<file path="src/rtl/usbrm_regs.svh">
`ifndef USBRM_REGS_SVH
`define USBRM_REGS_SVH
// ----------------------------------------
// register byte offsets
// ----------------------------------------
`define USBRM_OTGIR_OFS   16'h5040
`define USBRM_OTGIE_OFS   16'h5050
`define USBRM_OTGSTAT_OFS 16'h5060
`define USBRM_OTGCON_OFS  16'h5070
`define USBRM_PWRC_OFS    16'h5080
`define USBRM_IR_OFS      16'h5200
`define USBRM_IE_OFS      16'h5210
`define USBRM_EIR_OFS     16'h5220
`define USBRM_EIE_OFS     16'h5230
`define USBRM_STAT_OFS    16'h5240
`define USBRM_CON_OFS     16'h5250
`define USBRM_ADDR_OFS    16'h5260
`define USBRM_BDTP_OFS    16'h5270
// ----------------------------------------
// implemented bits per register, the rest read zero
// ----------------------------------------
`define USBRM_OTGIR_MASK   8'hFD
`define USBRM_OTGIE_MASK   8'hFD
`define USBRM_OTGSTAT_MASK 8'hAD
`define USBRM_OTGCON_MASK  8'hFF
`define USBRM_PWRC_MASK    8'h9B
`define USBRM_IE_MASK      8'hFF
`define USBRM_EIE_MASK     8'hFF
`define USBRM_STAT_MASK    8'hFC
`define USBRM_CON_MASK     8'hFF
`define USBRM_ADDR_MASK    8'hFF
`define USBRM_BDTP_MASK    8'hFE
// ----------------------------------------
// alias offsets, field positions, reset values
// ----------------------------------------
`define USBRM_ALIAS_CLR   2'd1
`define USBRM_ALIAS_SET   2'd2
`define USBRM_ALIAS_INV   2'd3
`define USBRM_PACKET_ID_CHECK_ERROR_FLAG_BIT   0
`define USBRM_TOKEN_CHECKSUM_ERROR_FLAG_BIT  1
`define USBRM_TURNAROUND_TIMEOUT_ERROR_FLAG_BIT   4
`define USBRM_MEMORY_ACCESS_ERROR_FLAG_BIT   5
`define USBRM_GENERAL_ERROR_INTERRUPT_FLAG_BIT  1
`define USBRM_HOSTEN_BIT  3
`define USBRM_REG_RESET   8'h00
`define USBRM_IDLE_BITS   16
`define USBRM_BIT_TIME_NS 83
`define USBRM_CLK_NS      10
`define USBRM_BIT_CYCLES  ((`USBRM_BIT_TIME_NS + `USBRM_CLK_NS - 1) / `USBRM_CLK_NS)
`endif

</file>
<file path="src/rtl/usbrm_pkg.sv">
package usbrm_pkg;
  typedef enum logic [1:0] {USBRM_BASE, USBRM_CLR, USBRM_SET, USBRM_INV} usbrm_alias_t;
  typedef enum {USBRM_TA_IDLE, USBRM_TA_WAIT} usbrm_ta_state_t;
endpackage

</file>
<file path="src/rtl/usbrm_top.sv">
// Register access over APB was left to the implementer.
`timescale 1ns/1ps
`include "usbrm_regs.svh"
module usbrm_top
  import usbrm_pkg::*;
#(
  parameter int IDLE_BITS  = `USBRM_IDLE_BITS,
  parameter int BIT_CYCLES = `USBRM_BIT_CYCLES
) (
  // clock and reset
  input  wire logic        I_CORE_CLK,
  input  wire logic        I_RST_N,
  // apb slave
  input  wire logic        I_PSEL,
  input  wire logic        I_PENABLE,
  input  wire logic        I_PWRITE,
  input  wire logic [15:0] I_PADDR,
  input  wire logic [31:0] I_PWDATA,
  output logic      [31:0] O_PRDATA,
  output logic             O_PREADY,
  output logic             O_PSLVERR,
  // link engine events
  input  wire logic        I_TOKEN_CRC_BAD,
  input  wire logic        I_SOF_ZERO,
  input  wire logic        I_XFER_ACTIVE,
  input  wire logic        I_PID_BAD,
  input  wire logic        I_DMA_LATE,
  input  wire logic        I_RX_TRUNC,
  input  wire logic        I_EOP,
  input  wire logic        I_BUS_IDLE,
  input  wire logic        I_RESP_SEEN,
  input  wire logic [7:0]  I_OTG_EVENTS,
  input  wire logic [7:0]  I_GEN_EVENTS,
  input  wire logic [7:0]  I_OTG_LINES,
  input  wire logic [7:0]  I_XFER_STATUS,
  // interrupt
  output logic             O_IRQ
);

  // ----------------------------------------
  // bus decode
  // ----------------------------------------
  logic [7:0]   otg_if;
  logic [7:0]   otg_ie;
  logic [7:0]   otg_con;
  logic [7:0]   pwrc;
  logic [7:0]   gen_if;
  logic [7:0]   gen_ie;
  logic [7:0]   err_if;
  logic [7:0]   err_ie;
  logic [7:0]   con;
  logic [7:0]   addr;
  logic [7:0]   bdtp;
  logic [15:0]  base_addr;
  usbrm_alias_t kind;
  logic         acc;
  logic         wr;
  logic         known;
  logic         alias_ok;
  logic [7:0]   wd;
  logic [7:0]   rd;

  assign kind      = usbrm_alias_t'(I_PADDR[3:2]);
  assign base_addr = {I_PADDR[15:4], 4'h0};
  assign acc       = I_PSEL && I_PENABLE;
  assign wd        = I_PWDATA[7:0];

  always_comb begin
    known = 1'b1;
    alias_ok = 1'b1;
    rd = 8'h00;
    unique case (base_addr)
      `USBRM_OTGIR_OFS: begin
        rd = otg_if;
        alias_ok = (kind == USBRM_BASE) || (kind == USBRM_CLR);
      end
      `USBRM_OTGIE_OFS: rd = otg_ie;
      `USBRM_OTGSTAT_OFS: begin
        rd = I_OTG_LINES & `USBRM_OTGSTAT_MASK;
        alias_ok = (kind == USBRM_BASE);
      end
      `USBRM_OTGCON_OFS: rd = otg_con;
      `USBRM_PWRC_OFS:   rd = pwrc;
      `USBRM_IR_OFS: begin
        rd = gen_if;
        alias_ok = (kind == USBRM_BASE) || (kind == USBRM_CLR);
      end
      `USBRM_IE_OFS:     rd = gen_ie;
      `USBRM_EIR_OFS: begin
        rd = err_if;
        alias_ok = (kind == USBRM_BASE) || (kind == USBRM_CLR);
      end
      `USBRM_EIE_OFS:    rd = err_ie;
      `USBRM_STAT_OFS: begin
        rd = I_XFER_STATUS & `USBRM_STAT_MASK;
        alias_ok = (kind == USBRM_BASE);
      end
      `USBRM_CON_OFS:    rd = con;
      `USBRM_ADDR_OFS:   rd = addr;
      `USBRM_BDTP_OFS:   rd = {bdtp[7:1], 1'b0};
      default:           known = 1'b0;
    endcase
  end

  assign wr = acc && I_PWRITE && known && alias_ok;

  // alias arithmetic: a base write replaces the value; on the clr, set and inv aliases only ones written change it
  function automatic logic [7:0] apply(input logic [7:0] cur, input usbrm_alias_t k, input logic [7:0] d);
    unique case (k)
      USBRM_BASE: apply = d;
      USBRM_CLR:  apply = cur & ~d;
      USBRM_SET:  apply = cur | d;
      USBRM_INV:  apply = cur ^ d;
    endcase
  endfunction

  // ----------------------------------------
  // apb answer, zero wait states
  // ----------------------------------------
  always_ff @(posedge I_CORE_CLK or negedge I_RST_N) begin
    if (!I_RST_N) begin
      O_PREADY <= 1'b0;
    end else begin
      O_PREADY <= I_PSEL && !I_PENABLE;
    end
  end

  // refusal decided in setup, so a refused write never lands
  always_ff @(posedge I_CORE_CLK or negedge I_RST_N) begin
    if (!I_RST_N) begin
      O_PSLVERR <= 1'b0;
    end else begin
      O_PSLVERR <= I_PSEL && !I_PENABLE && !(known && alias_ok);
    end
  end

  always_ff @(posedge I_CORE_CLK or negedge I_RST_N) begin
    if (!I_RST_N) begin
      O_PRDATA <= 32'h0000_0000;
    end else begin
      O_PRDATA <= (kind == USBRM_BASE) ? {24'h00_0000, rd} : 32'h0000_0000;
    end
  end

  logic phase;
  assign phase = acc && O_PREADY;
  logic do_wr;
  assign do_wr = phase && wr;

  function automatic logic hit(input logic [15:0] ofs);
    hit = do_wr && (base_addr == ofs);
  endfunction

  // ----------------------------------------
  // plain control registers, one process per register
  // ----------------------------------------
  always_ff @(posedge I_CORE_CLK or negedge I_RST_N) begin
    if (!I_RST_N) begin
      otg_ie <= `USBRM_REG_RESET;
    end else if (hit(`USBRM_OTGIE_OFS)) begin
      otg_ie <= apply(otg_ie, kind, wd) & `USBRM_OTGIE_MASK;
    end
  end

  always_ff @(posedge I_CORE_CLK or negedge I_RST_N) begin
    if (!I_RST_N) begin
      otg_con <= `USBRM_REG_RESET;
    end else if (hit(`USBRM_OTGCON_OFS)) begin
      otg_con <= apply(otg_con, kind, wd) & `USBRM_OTGCON_MASK;
    end
  end

  always_ff @(posedge I_CORE_CLK or negedge I_RST_N) begin
    if (!I_RST_N) begin
      pwrc <= `USBRM_REG_RESET;
    end else if (hit(`USBRM_PWRC_OFS)) begin
      pwrc <= apply(pwrc, kind, wd) & `USBRM_PWRC_MASK;
    end
  end

  always_ff @(posedge I_CORE_CLK or negedge I_RST_N) begin
    if (!I_RST_N) begin
      gen_ie <= `USBRM_REG_RESET;
    end else if (hit(`USBRM_IE_OFS)) begin
      gen_ie <= apply(gen_ie, kind, wd) & `USBRM_IE_MASK;
    end
  end

  always_ff @(posedge I_CORE_CLK or negedge I_RST_N) begin
    if (!I_RST_N) begin
      err_ie <= `USBRM_REG_RESET;
    end else if (hit(`USBRM_EIE_OFS)) begin
      err_ie <= apply(err_ie, kind, wd) & `USBRM_EIE_MASK;
    end
  end

  always_ff @(posedge I_CORE_CLK or negedge I_RST_N) begin
    if (!I_RST_N) begin
      con <= `USBRM_REG_RESET;
    end else if (hit(`USBRM_CON_OFS)) begin
      con <= apply(con, kind, wd) & `USBRM_CON_MASK;
    end
  end

  always_ff @(posedge I_CORE_CLK or negedge I_RST_N) begin
    if (!I_RST_N) begin
      addr <= `USBRM_REG_RESET;
    end else if (hit(`USBRM_ADDR_OFS)) begin
      addr <= apply(addr, kind, wd) & `USBRM_ADDR_MASK;
    end
  end

  always_ff @(posedge I_CORE_CLK or negedge I_RST_N) begin
    if (!I_RST_N) begin
      bdtp <= `USBRM_REG_RESET;
    end else if (hit(`USBRM_BDTP_OFS)) begin
      bdtp <= apply(bdtp, kind, wd) & `USBRM_BDTP_MASK;
    end
  end

  // ----------------------------------------
  // turnaround timer, counts idle bit times after eop
  // ----------------------------------------
  usbrm_ta_state_t ta_state;
  usbrm_ta_state_t next_ta_state;
  logic [15:0]     bt_cnt;
  logic [15:0]     next_bt_cnt;
  logic [7:0]      bits;
  logic [7:0]      next_bits;
  logic            ta_timeout;
  logic            next_ta_timeout;
  logic            bit_end;

  assign bit_end = (bt_cnt == 16'(BIT_CYCLES - 1));

  // a reply or any bus activity ends the wait; only silence counts
  always_comb begin
    next_ta_state   = ta_state;
    next_bt_cnt     = bt_cnt;
    next_bits       = bits;
    next_ta_timeout = 1'b0;
    unique case (ta_state)
      USBRM_TA_IDLE: begin
        if (I_EOP) begin
          next_ta_state = USBRM_TA_WAIT;
          next_bt_cnt   = 16'h0000;
          next_bits     = 8'h00;
        end
      end
      USBRM_TA_WAIT: begin
        if (I_RESP_SEEN || !I_BUS_IDLE) begin
          next_ta_state = USBRM_TA_IDLE;
        end else if (bit_end) begin
          next_bt_cnt = 16'h0000;
          next_bits   = bits + 8'h01;
          if (bits == 8'(IDLE_BITS)) begin  // more than sixteen elapsed
            next_ta_timeout = 1'b1;
            next_ta_state   = USBRM_TA_IDLE;
          end
        end else begin
          next_bt_cnt = bt_cnt + 16'h0001;
        end
      end
    endcase
  end

  always_ff @(posedge I_CORE_CLK or negedge I_RST_N) begin
    if (!I_RST_N) begin
      ta_state <= USBRM_TA_IDLE;
    end else begin
      ta_state <= next_ta_state;
    end
  end

  always_ff @(posedge I_CORE_CLK or negedge I_RST_N) begin
    if (!I_RST_N) begin
      bt_cnt <= 16'h0000;
      bits   <= 8'h00;
    end else begin
      bt_cnt <= next_bt_cnt;
      bits   <= next_bits;
    end
  end

  always_ff @(posedge I_CORE_CLK or negedge I_RST_N) begin
    if (!I_RST_N) begin
      ta_timeout <= 1'b0;
    end else begin
      ta_timeout <= next_ta_timeout;
    end
  end

  // ----------------------------------------
  // event flags
  // ----------------------------------------
  logic [7:0] err_ev;
  logic [7:0] gen_ev;
  logic [7:0] otg_ev;
  logic       host_mode;
  logic       otg_clr;
  logic       gen_clr;
  logic       err_clr;
  logic [7:0] next_otg_if;
  logic [7:0] next_gen_if;
  logic [7:0] next_err_if;

  assign host_mode = con[`USBRM_HOSTEN_BIT];
  assign otg_ev    = I_OTG_EVENTS & `USBRM_OTGIR_MASK;
  assign otg_clr   = do_wr && (base_addr == `USBRM_OTGIR_OFS);
  assign gen_clr   = do_wr && (base_addr == `USBRM_IR_OFS);
  assign err_clr   = do_wr && (base_addr == `USBRM_EIR_OFS);

  always_comb begin
    err_ev = 8'h00;
    err_ev[`USBRM_PACKET_ID_CHECK_ERROR_FLAG_BIT]  = I_PID_BAD;
    err_ev[`USBRM_TOKEN_CHECKSUM_ERROR_FLAG_BIT] = host_mode ? (I_SOF_ZERO && I_XFER_ACTIVE)
                                          : I_TOKEN_CRC_BAD;
    err_ev[`USBRM_TURNAROUND_TIMEOUT_ERROR_FLAG_BIT]  = ta_timeout;
    err_ev[`USBRM_MEMORY_ACCESS_ERROR_FLAG_BIT]  = I_DMA_LATE || I_RX_TRUNC;
  end

  always_comb begin
    gen_ev = I_GEN_EVENTS;
    gen_ev[`USBRM_GENERAL_ERROR_INTERRUPT_FLAG_BIT] = |(err_if & err_ie);
  end

  // ----------------------------------------
  // flag slices, one per bit
  // ----------------------------------------
  // a same-cycle event beats the software clear, so no event is lost
  for (genvar b = 0; b < 8; b++) begin : g_flag
    assign next_otg_if[b] = (otg_if[b] && !(otg_clr && wd[b])) || otg_ev[b];
    assign next_gen_if[b] = (gen_if[b] && !(gen_clr && wd[b])) || gen_ev[b];
    assign next_err_if[b] = (err_if[b] && !(err_clr && wd[b])) || err_ev[b];
  end

  always_ff @(posedge I_CORE_CLK or negedge I_RST_N) begin
    if (!I_RST_N) begin
      otg_if <= `USBRM_REG_RESET;
    end else begin
      otg_if <= next_otg_if;
    end
  end

  always_ff @(posedge I_CORE_CLK or negedge I_RST_N) begin
    if (!I_RST_N) begin
      gen_if <= `USBRM_REG_RESET;
    end else begin
      gen_if <= next_gen_if;
    end
  end

  always_ff @(posedge I_CORE_CLK or negedge I_RST_N) begin
    if (!I_RST_N) begin
      err_if <= `USBRM_REG_RESET;
    end else begin
      err_if <= next_err_if;
    end
  end

  // ----------------------------------------
  // interrupt output
  // ----------------------------------------
  always_ff @(posedge I_CORE_CLK or negedge I_RST_N) begin
    if (!I_RST_N) begin
      O_IRQ <= 1'b0;
    end else begin
      O_IRQ <= |(gen_if & gen_ie) || |(otg_if & otg_ie);
    end
  end

endmodule

</file>
<file path="config.mk">
export PLATFORM = sky130hd
export DESIGN_NAME = usbrm_top
export DESIGN_NICKNAME = d
export VERILOG_FILES = /design/src/rtl/usbrm_pkg.sv /design/src/rtl/usbrm_top.sv
export VERILOG_INCLUDE_DIRS = /design/src /design/src/rtl
export SDC_FILE = /design/constraint.sdc
export NUM_CORES = 1
export LEC_CHECK = 0
export BUFFER_PORTS_ARGS = -buffer_cell sky130_fd_sc_hd__buf_2
export CORE_AREA = 4 4 139 127
export CTS_CLUSTER_DIAMETER = 60
export CTS_CLUSTER_SIZE = 28
export DETAILED_ROUTE_END_ITERATION = 10
export DIE_AREA = 0 0 143 131
export PLACE_DENSITY = 0.87
export SLEW_MARGIN = 30
export SYNTH_ARGS = -nofsm -noshare
export SYNTH_HDL_FRONTEND = slang
export SYNTH_SLANG_ARGS = --single-unit
</file>
<file path="constraint.sdc">
create_clock -name I_CORE_CLK -period 2.3 [get_ports I_CORE_CLK]
set_input_delay 0.23 -clock I_CORE_CLK [delete_from_list [all_inputs] [get_ports I_CORE_CLK]]
set_output_delay 0.23 -clock I_CORE_CLK [all_outputs]
set_load 0.02 [all_outputs]
</file>
==> qor.txt <==
Number of vias per cell: 6.09
Reg2Reg Setup Slack: 180 ps
Drt pass-1 iters: 8
Hold path startpoint: I_PWDATA[1]
Std-Cell Rows: 44
Post-cts repair resize count: 0
Fmax: 0.472 GHz
Layout Nets: 1434
Synth Register Bits: 120
Synthesized area per cell: 8.35 um^2
Fillers: 1255
Post-place instance area: 10100 um^2
Commonest non-fill, non-tap cell in the layout: ha_1
Status: finished, final reports clean
Yosys Warn Count: 0
Post-synthesis cell count: 1130
GR Overflow Total: 0
Vias: 8763
Core ar.: 16100 um^2
Gr usage total: 30.1%
Register area: 3000 um^2
Port bufs: 71
CTS root buf: clkbuf_16
Largest net degree at the start of global routing: 78
CP max FO: 6
EDFF count, synth: 0
# Post-CTS Setup Buffers: 0
P_leak: 5.11 nW
Worst-margin pin slew: 675 ps
Chip Width: 143 um
Clk slew on worst S/H paths: 60 ps
Crit. End Element: flop
Routed wire length: 28100 um
Htree depth: 4
Clock Path Buffers: 2
Peak VDD IR: 0.536 mV
Final GP Congestion: 0.992
Residual DRC count: 0
Final setup fails: 0
Worst rel slew slack: 54.9%
Top_reg_cell synth: dfrtp_1
Worst Path Arrival: 2430 ps
Seq/Total Area, Yosys: 31.8%
Max Slew Vio Count: 0
Ys async rst share: 100%
CTS buffer count: 17
ANT nets after route: 0
Required time worst endpoint: 2610 ps
CP Launch Type: flop
Fin crit share: 92.1%
Pwr per Cell Area: 526 nW/um^2
Multi-input combinational cell area: 5740 um^2
Clock sinks: 120
DR iter-0 viols: 1005
Unrepaired setup endpoints after global routing: no
Post-Route Setup TNS: 0 ps
Share of cells above drive strength 1: 14.6%
Worst clock skew: 8.07 ps
Worst setup startpoint: bt_cnt[12]
Maxcap violations: 0
Die height: 131 um
Initial antenna violation count: 3
Commonest cells after routing, fill and taps aside: ha_1, a21oi_1, dfrtp_1
Initial Utilization: 58.5%
WL/cell: 19.5 um
CTS tree: built
Clock insertion delay at the later pin of the skew report: 430 ps
Area of the mapped netlist: 9430 um^2
Final HPWL DP: 19800 um
Number of global-route vias before repair: 8290
Ports: 129
First-pass GRT wire length: 44000 um
Post-route cell area: 10800 um^2
Tmin final: 2120 ps
CTS Hold Buffers Added: 9
Yosys cell types: 65
Die area: 18700 um^2
Final Hold Viols: 0
Path type of the worst setup path: reg -> reg
Start of the worst register-to-register path: bt_cnt[12]
Min-Delay Path Class: in -> reg
Area growth syn-to-layout: 14.8%
[critical path, cell delays in order, from the launching register on]
cell,delay (ps)
dfrtp_1,440
or4_4,580
o41ai_4,400
buf_4,200
nand3_1,110
xor2_1,200
nor2_1,60
[power by group]
part | switching [mW] | total, mW | internal, mW | leakage, nW
Combinational | 0.532 | 0.817 | 0.285 | 3.42
Clock | 1.06 | 2.72 | 1.66 | 0.282
Sequential | 0.0265 | 2.16 | 2.13 | 1.40
Total | 1.62 | 5.70 | 4.08 | 5.11
[cell families (layout without fill, tap and decap cells)]
group / count (synthesis) / in the layout / synth area share (%)
buffers and inverters: 174 / 252 / 8.18
other: 1 / 25 / 0.0398
and+or+nand+nor: 350 / 350 / 18.4
DFF: 120 / 120 / 31.8
xor gates and xnor gates: 18 / 18 / 1.67
adders and majority gates: 122 / 122 / 16.2
muxes: 22 / 22 / 2.72
AOI/OAI and AO/OA: 323 / 323 / 21.0
[cell type report]
cell class,count,share of cell area [%]
multi-input combinational,859,53.0
timing repair buffer,132,8.25
clock buffer,19,4.18
tap,207,2.39
clock inverter,13,1.36
antenna,1,0.0231
inverter,88,3.05
sequential,120,27.7
[final timing paths]
kind,to,cells past startpoint
max,bits[5],6
max in group asynchronous,bt_cnt[12],3
min,otg_if[1],2
max reg2reg,bits[5],6
min in group asynchronous,addr[5],2
min reg2reg,otg_if[2],1
[flip-flops by register name (all words and copies together) (netlist names), 5 cells and up]
register	cells
err_ie	8
bits	8
otg_ie	7
otg_if	8
gen_if	8
O_PRDATA	8
con	8
bdtp	7
err_if	8
pwrc	5
addr	8
bt_cnt	16
otg_con	8
gen_ie	8
[cell usage after synthesis, types with 3 or more instances]
| library cell | number | area (um^2) |
|---|---|---|
| ha_1 | 122 | 1530 |
| a21oi_1 | 121 | 606 |
| dfrtp_1 | 120 | 3000 |
| nand2_1 | 112 | 420 |
| nor2_1 | 98 | 368 |
| o21ai_0 | 89 | 445 |
| inv_1 | 88 | 330 |
| clkbuf_1 | 43 | 161 |
| nor2b_1 | 35 | 219 |
| a211oi_1 | 28 | 210 |
| nor3_1 | 28 | 140 |
| buf_4 | 25 | 188 |
| nand3_1 | 19 | 95.1 |
| xor2_1 | 15 | 131 |
| buf_2 | 14 | 70.1 |
| a22oi_1 | 13 | 97.6 |
| a41oi_1 | 11 | 96.3 |
| and3_1 | 11 | 68.8 |
| mux2i_1 | 11 | 110 |
| a21o_1 | 10 | 75.1 |
| nand4_1 | 10 | 62.6 |
| a22o_1 | 9 | 78.8 |
| mux2_2 | 9 | 101 |
| a31oi_1 | 8 | 50.1 |
| a32oi_1 | 6 | 52.6 |
| and2_1 | 5 | 31.3 |
| a221oi_1 | 4 | 35.0 |
| a222oi_1 | 4 | 40.0 |
| nor4_4 | 4 | 85.1 |
| a32o_1 | 3 | 30.0 |
| and4_1 | 3 | 26.3 |
| buf_1 | 3 | 11.3 |
| nand2b_1 | 3 | 18.8 |
| o2bb2ai_1 | 3 | 26.3 |
| xnor2_1 | 3 | 26.3 |
[metrics by stage]
stage	power, mW	std cells	worst slack [ps]	hold WS, ps	util, %
2_1_floorplan	2.73	1153	296	-65.6	-
3_3_place_gp	2.95	1397	268	216	62.9
3_5_place_dp	2.98	1397	223	217	62.9
4_1_cts	5.69	1438	217	34.2	67.1
5_1_grt	5.91	1439	86.1	45.4	67.2
6_report	5.70	1439	182	46.2	67.2
[layer usage]
layer	track usage (%)	vias up	part of all wire, %
met4	12.8	4	3.7
met5	0	-	0.050
li1	-	4092	-
met2	48.8	430	47
met1	39.4	4171	41
met3	6.30	66	7.9
Note: power is estimated with default switching activity, not from simulation.
